[config.mk]
export PLATFORM = sky130hd
export DESIGN_NAME = pfr_regulator
export DESIGN_NICKNAME = d
export VERILOG_FILES = /design/src/pfr_pkg.sv /design/src/pfr_regulator.sv
export SDC_FILE = /design/constraint.sdc
export NUM_CORES = 2
export LEC_CHECK = 0
export BUFFER_PORTS_ARGS = -buffer_cell sky130_fd_sc_hd__buf_4
export CELL_PAD_IN_SITES_DETAIL_PLACEMENT = 1
export CELL_PAD_IN_SITES_GLOBAL_PLACEMENT = 1
export CORE_ASPECT_RATIO = 1.25
export CORE_MARGIN = 4
export CORE_UTILIZATION = 31
export CTS_BUF_LIST = sky130_fd_sc_hd__clkbuf_2
export CTS_CLUSTER_DIAMETER = 50
export DETAILED_ROUTE_END_ITERATION = 7
export PLACE_DENSITY = 0.54
export SETUP_SLACK_MARGIN = 0.4
export SLEW_MARGIN = 20
export SYNTH_ARGS = -nofsm -noshare
export SYNTH_HDL_FRONTEND = slang
export SYNTH_SLANG_ARGS = --single-unit
[constraint.sdc]
create_clock -name i_clk_sys -period 256.1 [get_ports i_clk_sys]
set_clock_uncertainty 0.2 [all_clocks]
set_input_delay 12.805 -clock i_clk_sys [delete_from_list [all_inputs] [get_ports i_clk_sys]]
set_output_delay 12.805 -clock i_clk_sys [all_outputs]
set_load 0.05 [all_outputs]
[src/pfr_pkg.sv]
// pid frequency regulator: shared constants and setting defaults
// assumes fixed-point settings in the documented minimum units
`default_nettype none
package pfr_pkg;
   // reference source codes
   typedef enum logic [2:0] {
      PFR_SRC_OFF,
      PFR_SRC_POT,
      PFR_SRC_PANEL,
      PFR_SRC_VOLT,
      PFR_SRC_CURR,
      PFR_SRC_COMM,
      PFR_SRC_ANADIG,
      PFR_SRC_SPEED
   } pfr_src_type;

   localparam int  PFR_DW           = 16;        // data width of inputs and output
   localparam int  PFR_AW           = 40;        // internal accumulator width
   localparam logic [15:0] PFR_GAIN_DEF     = 16'h05DC; // 1.500 in 0.001 units
   localparam logic [15:0] PFR_GAIN_MAX     = 16'h2710; // 10.000
   localparam logic [15:0] PFR_TIME_MAX     = 16'h2710; // 100.00 s in 0.01 s
   localparam logic [15:0] PFR_ADIG_MAX     = 16'h03E8; // 10.00 V in 0.01 V
   localparam logic [15:0] PFR_SPEED_MAX    = 16'h7530; // 30000 rpm
   localparam logic [7:0]  PFR_BAND_DEF     = 8'h14;    // 2.0 % in 0.1 %
   localparam logic [7:0]  PFR_BAND_MAX     = 8'hC8;    // 20.0 %
   localparam int  PFR_GAIN_SHIFT   = 10;        // approx /1000 scale of gain
   localparam int  PFR_BAND_DIV     = 1000;      // band in 0.1 % of reference
   localparam logic [PFR_AW-1:0] PFR_INT_LIM = 40'h7F_FFFF_FFFF; // numeric bound
endpackage
`default_nettype wire

[src/pfr_regulator.sv]
// pid frequency regulator: reference/feedback select, pid terms, limits
// assumes all inputs synchronous to i_clk_sys and a sample tick from outside
`default_nettype none
module pfr_regulator
   import pfr_pkg::*;
#(
   parameter int DW = PFR_DW
) (
   input  wire logic          i_clk_sys,
   input  wire logic          i_rstn,
   input  wire logic          i_sample_tick,
   input  wire logic          i_load_settings,
   input  wire logic [2:0]    i_reference_source_select,
   input  wire logic          i_feedback_source_select,
   input  wire logic [15:0]   i_analog_digital_reference,
   input  wire logic [15:0]   i_speed_digital_reference,
   input  wire logic [15:0]   i_gain_setting,
   input  wire logic [15:0]   i_integral_constant_setting,
   input  wire logic [15:0]   i_derivative_constant_setting,
   input  wire logic [7:0]    i_deviation_dead_band,
   input  wire logic          i_anti_windup_mode,
   input  wire logic [DW-1:0] i_panel_pot,
   input  wire logic [DW-1:0] i_panel_digital,
   input  wire logic [DW-1:0] i_voltage_analog_input,
   input  wire logic [DW-1:0] i_current_analog_input,
   input  wire logic [DW-1:0] i_comm_reference,
   input  wire logic [DW-1:0] i_upper_frequency_limit,
   input  wire logic [DW-1:0] i_lower_frequency_limit,
   output logic [DW-1:0]      o_frequency,
   output logic               o_pid_active,
   output logic               o_sequencer_disable,
   output logic               o_in_dead_band
);
   localparam int AW = PFR_AW;

   typedef struct packed {
      logic [2:0]           ref_sel;
      logic                 fb_sel;
      logic [15:0]          adig;
      logic [15:0]          speed;
      logic [15:0]          gain;
      logic [15:0]          ti;
      logic [15:0]          td;
      logic [7:0]           band;
      logic                 awm;
      logic signed [AW-1:0] integ;
      logic signed [AW-1:0] dterm;
      logic signed [DW:0]   prev_err;
      logic [DW-1:0]        freq;
      logic                 active;
      logic                 seq_dis;
      logic                 in_band;
   } pfr_state_type;

   pfr_state_type st;
   pfr_state_type next_st;

   logic [DW-1:0]        ref_val;
   logic [DW-1:0]        fb_val;
   logic signed [DW:0]   err;
   logic [DW:0]          err_abs;
   logic [DW+8:0]        band_lim;
   logic                 band_hit;
   logic signed [AW-1:0] p_term;
   logic signed [AW-1:0] i_step;
   logic signed [AW-1:0] i_cand;
   logic                 i_block;
   logic signed [DW+1:0] err_delta;
   logic signed [AW-1:0] d_cand;
   logic signed [AW+1:0] sum;
   logic signed [AW+1:0] hi_lim;
   logic signed [AW+1:0] lo_lim;
   logic [DW-1:0]        clamp_freq;
   logic                 at_hi;
   logic                 at_lo;
   logic [15:0]          adig_cl;
   logic [15:0]          speed_cl;
   logic [15:0]          gain_cl;
   logic [15:0]          ti_cl;
   logic [15:0]          td_cl;
   logic [7:0]           band_cl;

   // reference mux; digital settings scaled into the shared range by caller
   always_comb begin
      unique case (pfr_src_type'(st.ref_sel))
         PFR_SRC_OFF:    ref_val = '0;
         PFR_SRC_POT:    ref_val = i_panel_pot;
         PFR_SRC_PANEL:  ref_val = i_panel_digital;
         PFR_SRC_VOLT:   ref_val = i_voltage_analog_input;
         PFR_SRC_CURR:   ref_val = i_current_analog_input;
         PFR_SRC_COMM:   ref_val = i_comm_reference;
         PFR_SRC_ANADIG: ref_val = DW'(st.adig);
         PFR_SRC_SPEED:  ref_val = DW'(st.speed);
      endcase
   end

   // out-of-range settings saturate at the top of their span instead of wrapping
   always_comb begin
      adig_cl  = i_analog_digital_reference;
      speed_cl = i_speed_digital_reference;
      gain_cl  = i_gain_setting;
      ti_cl    = i_integral_constant_setting;
      td_cl    = i_derivative_constant_setting;
      band_cl  = i_deviation_dead_band;
      if (adig_cl > PFR_ADIG_MAX) begin
         adig_cl = PFR_ADIG_MAX;
      end
      if (speed_cl > PFR_SPEED_MAX) begin
         speed_cl = PFR_SPEED_MAX;
      end
      if (gain_cl > PFR_GAIN_MAX) begin
         gain_cl = PFR_GAIN_MAX;
      end
      if (ti_cl > PFR_TIME_MAX) begin
         ti_cl = PFR_TIME_MAX;
      end
      if (td_cl > PFR_TIME_MAX) begin
         td_cl = PFR_TIME_MAX;
      end
      if (band_cl > PFR_BAND_MAX) begin
         band_cl = PFR_BAND_MAX;
      end
   end

   always_comb begin
      fb_val    = st.fb_sel ? i_voltage_analog_input : i_current_analog_input;
      err       = $signed({1'b0, ref_val}) - $signed({1'b0, fb_val});
      err_abs   = err[DW] ? (DW+1)'(-err) : err;
      band_lim  = (DW+9)'((32'(ref_val) * 32'(st.band)) / PFR_BAND_DIV);
      band_hit  = ({8'h00, err_abs} <= band_lim);
      p_term    = AW'((($signed({1'b0, st.gain}) * err)) >>> PFR_GAIN_SHIFT);
      // integral step err*T/Ti, with T folded into the tick and Ti in 0.01 s units
      i_step    = (st.ti == '0) ? '0 : AW'(($signed(err) <<< 8) / $signed({1'b0, st.ti}));
      err_delta = (DW+2)'(err) - (DW+2)'(st.prev_err);
      d_cand    = AW'((err_delta * $signed({1'b0, st.td})) >>> 4);
      hi_lim    = (AW+2)'($signed({1'b0, i_upper_frequency_limit}));
      lo_lim    = (AW+2)'($signed({1'b0, i_lower_frequency_limit}));
      // the integrator saturates at its own bound rather than wrapping
      i_cand    = st.integ + i_step;
      if (i_step > 0 && i_cand < st.integ) begin
         i_cand = PFR_INT_LIM;
      end
      if (i_step < 0 && i_cand > st.integ) begin
         i_cand = ~PFR_INT_LIM;
      end
      at_hi     = (st.freq >= i_upper_frequency_limit);
      at_lo     = (st.freq <= i_lower_frequency_limit);
      // mode 0 only blocks the push further past a limit, so a reversal acts at once
      i_block   = !st.awm && ((at_hi && i_step > 0) || (at_lo && i_step < 0));
      // two guard bits: a saturated integrator plus p and d cannot wrap the sum
      sum       = (AW+2)'(p_term) + (AW+2)'(st.integ) + (AW+2)'(st.dterm);
      if (sum > hi_lim) begin
         clamp_freq = i_upper_frequency_limit;
      end else if (sum < lo_lim) begin
         clamp_freq = i_lower_frequency_limit;
      end else begin
         clamp_freq = DW'(sum);
      end
   end

   always_comb begin
      next_st         = st;
      next_st.active  = (st.ref_sel != 3'h0);
      next_st.seq_dis = (st.ref_sel != 3'h0);
      if (i_load_settings) begin
         next_st.ref_sel = i_reference_source_select;
         next_st.fb_sel  = i_feedback_source_select;
         next_st.adig    = adig_cl;
         next_st.speed   = speed_cl;
         next_st.gain    = gain_cl;
         next_st.ti      = ti_cl;
         next_st.td      = td_cl;
         next_st.band    = band_cl;
         next_st.awm     = i_anti_windup_mode;
      end
      // derivative cleared at once when disabled, even on the edge storing a zero time
      if (st.td == '0 || (i_load_settings && td_cl == '0)) begin
         next_st.dterm = '0;
      end
      if (i_sample_tick && st.active) begin
         next_st.in_band  = band_hit;
         next_st.prev_err = err;
         if (!band_hit) begin
            // ti zero gives no step, so the integrator simply holds
            if (st.ti != '0 && !i_block) begin
               next_st.integ = i_cand;
            end
            if (st.td != '0 && !(i_load_settings && td_cl == '0)) begin
               next_st.dterm = d_cand;
            end
            next_st.freq = clamp_freq;
         end
      end
   end

   always_ff @(posedge i_clk_sys or negedge i_rstn) begin
      if (!i_rstn) begin
         st      <= '0;
         st.gain <= PFR_GAIN_DEF;
         st.band <= PFR_BAND_DEF;
      end else begin
         st <= next_st;
      end
   end

   assign o_frequency         = st.freq;
   assign o_pid_active        = st.active;
   assign o_sequencer_disable = st.seq_dis;
   assign o_in_dead_band      = st.in_band;
endmodule
`default_nettype wire

-- After elaboration in Yosys (flattened, before gate mapping)
Index checks and enable logic that the tools add are counted.
Widths: inputs -> output; s select.
- $add $sub $neg: 6
- multipliers: 3
- div/mod/pow operators: 2
- $lt $le $gt $ge: 15
- equal/unequal tests: 7
- mux-type cells: 19
- bitwise logic cells: 1
- reduce and logical (&&, ||, !) cells: 23
- operators with widths (kind ; number):
    $mux 40 ; 6
    $mux 16 ; 9
    $pmux 16 s8 ; 1
    $mux 73 ; 1
    $gt 16x14->1 const B ; 3
    $logic_not 16->1 ; 3
    $add 41x40->42 ; 1
    $gt 42x17->1 ; 1
    $lt 42x17->1 ; 1
    $add 24x40->41 ; 1
    $add 40x40->40 ; 1
    $div 40x17->40 ; 1
    $gt 40x1->1 const B ; 1
    $gt 40x40->1 ; 1
    $lt 40x1->1 const B ; 1
    $lt 40x40->1 ; 1
    $mul 18x17->35 ; 1
    $mul 17x17->34 ; 1
    $div 24x10->32 const B ; 1
    $reduce_bool 16->1 ; 2
    $le 17x25->1 ; 1
    $mul 16x8->24 ; 1
    $sub 17x17->18 ; 1
    $mux 17 ; 1
    19 further kinds ; 34
- register bits after elaboration: 208
- input bits: 209
- output and inout port bits: 19

-- Logic depth before layout (Yosys ltp)
- depth in word-level cells: 12
- gate-level depth with buffers: 749
- depth with buffers taken out: 685

-- Least setup slack after synthesis
OpenSTA, ideal clock, no wires.
- kind: flip-flop to flip-flop
- start point: reg st[141] (netlist name)
- end point: reg st[106] (netlist name)
- setup time: 0.065 ns
- data arrival time: 138.367 ns
- required time: 255.835 ns
- slack: 117.468 ns
- cell stages (with the launch flop): 722
- path buffers: 75
- period minus slack after synthesis: 138.632 ns
- path through: dfrtp_1 inv_1 clkbuf_1 ha_1 inv_1 o211ai_1 nor2_1 ha_1 o21a_1 or2_2 a211o_1 nand2_1 ha_1 a21oi_1 a21boi_0 and2_2 o31ai_2 ha_1 (+686 left out) o21ba_2 o41a_1 clkbuf_1 clkbuf_1 or2_2 ha_1 a21o_1 a21o_1 a21oi_1 nor2_1 a211oi_1 o311ai_0 a21oi_1 nor3_1 o31a_1 o2111ai_4 buf_4 o221a_2
- cells in the longest elaborated chain, start to end: 9
- elaborated cells on any way between the ends: 20
- those cells by class: add/sub (1); div (1); order compare (4); mux (3); reduce/logical (11)
- RTL lines (item ; line ; text):
    start, declared ; pfr_regulator.sv:55 ; pfr_state_type st;
    start signal, assigned ; pfr_regulator.sv:202 ; st <= next_st;
    $div 40x17->40 or $logic_not 16->1 (tied branches) ; pfr_regulator.sv:133 ; i_step = (st.ti == '0) ? '0 : AW'(($signed(err) <<< 8) / $signed({1'b0, st.ti}));
    $mux 40 ; pfr_regulator.sv:133 ;
    $add 40x40->40 (tied with other cells) ; pfr_regulator.sv:139 ; i_cand = st.integ + i_step;
    $lt 40x40->1 or $logic_and 1x1->1 (tied branches) ; pfr_regulator.sv:140, pfr_regulator.sv:149 ;
    $logic_and 1x1->1 or $logic_or 1x1->1 (tied branches) ; pfr_regulator.sv:140, pfr_regulator.sv:149 ;
    $mux 40 or $logic_and 1x1->1 (tied branches) ; pfr_regulator.sv:140, pfr_regulator.sv:149 ;
    $gt 40x40->1 or $logic_not 1->1 (tied branches) ; pfr_regulator.sv:143, pfr_regulator.sv:185 ;
    $logic_and 1x1->1, on equally long branches ; pfr_regulator.sv:143, pfr_regulator.sv:185 ;
    $mux 40 or $reduce_and 3->1 (tied branches) ; n/a ;
Parallel ways exist; a longest one is shown, timed or not.
A chain may end at the register's enable or synchronous reset.

-- Worst setup path in the final report
- start point: reg st[156] (netlist name)
- end point: reg st[111] (netlist name)
The elaborated chain is that of the path after synthesis.

==> out/metrics.csv <==
metric,value,unit
setup_viol_count_final,0,
critical_path.max_fanout,40,
finalCritPeriodShare,61.7,%
clkSinkCount,208,
die-area,0.275,mm²
antenna_left,0,
layout-drive-gt1-share,12.4,%
critPathMaxStageDelay,0.83,ns
cp-start-kind,flop,
nNetsFinal,12504,
period_needed,158.02,ns
use_met1,28.4,%
drt-initial-drc-count,3287,
max_freq,0.00633,GHz
via_count,78638,
gp_congestion,0.912,
critical_path.most_common_cell,o21a_1,
num_io_pins,228,
endpoint_kind,flop,
cts_made_buffers,71,
vias_per_cell,5.54,
cts_tree,yes,
ys_ff_latch,208,
postCtsSetupBuffers,0,
row_count,211,
dr.pass1.iters,7,
grt_max_degree,77,
grt_pass1_vias,84804,
wl_per_cell,23.2,µm
start_util,31.2,%
die_y,586,µm
antenna_found_initial,12,
fin_ws,98.08,ns
clk_pin_slew,0.10,ns
syn_inst,10523,
grt_pass1_wl,509000,µm
slowest_stage,a31oi_2,
ctsHoldBuffers,0,
grt_usage,23.5,%
max_slew_margin,26.9,%
crit_cells,679,
drc,0,
netlist_area,0.0827,mm²
insertion_delay,1.28,ns
synthArstFlopShare,100,%
drt-total-wl,330000,µm
rsz0062_at_grt,false,
dpl.hpwl,276000,µm
hold_class,flop to flop,
synth_top_area_share,15.7,%
die_w,470,µm
r2r_cells,679,
clockBufferDepth,3,
worstSetupPathType,flop to flop,
cap_viol_max_count,0,
setup_tns,0,ns
cts_resized,0,
hold_viol,0,
tightestPinTransition,1.08,ns
final_common_cell,inv_1,
ys_warn_count,0,
cts-root-buf,clkbuf_2,
grt_overflow,0,
yosysTopAreaCell,ha_1,
cp_num_buf_inv,27,
synth-edff-count,0,
hold_path_depth,1,
slew_violations,0,
portBuffers,227,
ys_seq_area_share,6.31,%
synth_flop_cell,dfrtp_1,
final_cell_mix,"inv_1, ha_1, nand2_1",
globalRouteMet3Util,1.85,%
globalRoute.busiestLayer,met2,
required,257.10,ns
avgSynthCellArea,7.86,µm²
crit_family,compound AO/OA/AOI/OAI gates,
syn2layout_area_growth,7.56,%
cp.arrival,159.02,ns
htreeDepth,3,
synth.top_cells.by_area,"ha_1, fa_1, dfrtp_1",
dp_worst_setup_slack,99.70,ns
grt_use_met2,43.6,%
core-area,0.265,mm²
status,completed,
post_synth_num_cell_types,198,
## synthesized netlist by cell type (all sizes together), types with 151 or more instances
cell type	number
a21o	256
a21oi	682
and2	285
clkbuf	262
dfrtp	199
fa	629
ha	1039
inv	1068
nand2	951
nand3	185
nor2	872
nor2b	151
nor3	413
o21a	382
o21ai	416
or2	192
xnor2	372
xor2	163
## sequential cells by signal, summed over array words and instances, names as in the netlist
register,count
o_frequency,16
o_in_dead_band,1
o_sequencer_disable,1
st,190
## per-layer routing
| metal | vias up | wire length, µm |
|---|---|---|
| met2 | 1207 | 167000 |
| met3 | 410 | 8140 |
| met4 | 2 | 12500 |
| met5 | - | 20 |
| met1 | 39687 | 142000 |
| li1 | 37332 | - |
## layout make-up
| cell class | instances | area (µm²) |
|---|---|---|
| clock buffer | 95 | 475 |
| timing repair buffer | 382 | 2880 |
| multi-input combinational | 8894 | 71800 |
| inverter | 1070 | 4020 |
| antenna | 10 | 25.0 |
| clock inverter | 29 | 163 |
| fill | 32133 | 176000 |
| tap | 3514 | 4400 |
| sequential | 208 | 5220 |
## per-stage QoR
step                utilization, %  area, µm²  instances  hold slack (ns)
finish                        33.6      89000      14202            0.284
global route                  33.6      88900      14197            0.317
CTS                           33.6      88900      14192            0.294
detailed placement            33.3      88300      14068            0.270
global placement              33.3      88300      14068            0.261
floorplan                        -      82800      10537            0.250
## worst register-to-register path: cells and delay by family, from the launching register on
kind            cells  cell delay, ns
fa+ha+maj          44           13.44
flops               1            0.50
xor+xnor            3            0.55
compound gates    420           93.29
simple gates      175           40.71
buf+inv            27            5.89
mux                10            3.37
## final timing paths
check / startpoint / end / slack, ns
setup / recovery: st[156]$_DFFE_PN0P_ / st[111]$_DFFE_PN0P_ / 98.08
hold / removal: st[71]$_DFF_PN0_ / st[71]$_DFF_PN0_ / 0.28
setup reg to reg: st[156]$_DFFE_PN0P_ / st[111]$_DFFE_PN0P_ / 98.08
hold reg to reg: st[71]$_DFF_PN0_ / st[71]$_DFF_PN0_ / 0.28
max in group asynchronous: i_rstn / st[153]$_DFFE_PN0P_ / 242.47
min in group asynchronous: i_rstn / st[38]$_DFF_PN0_ / 11.31
## cell families after synthesis
group                    share of synthesized area [%]
XOR/XNOR                                          5.81
flip-flops                                        6.31
buffers and inverters                             7.26
AND/OR/NAND/NOR                                   23.0
adder cells (fa/ha/maj)                           31.0
multiplexers                                      3.41
AO/OA/AOI/OAI                                     23.2
other                                          0.00453
Power is left out: the tool's default activity adds up to more than one toggle a clock period on the data nets, which glitch-free logic cannot reach.
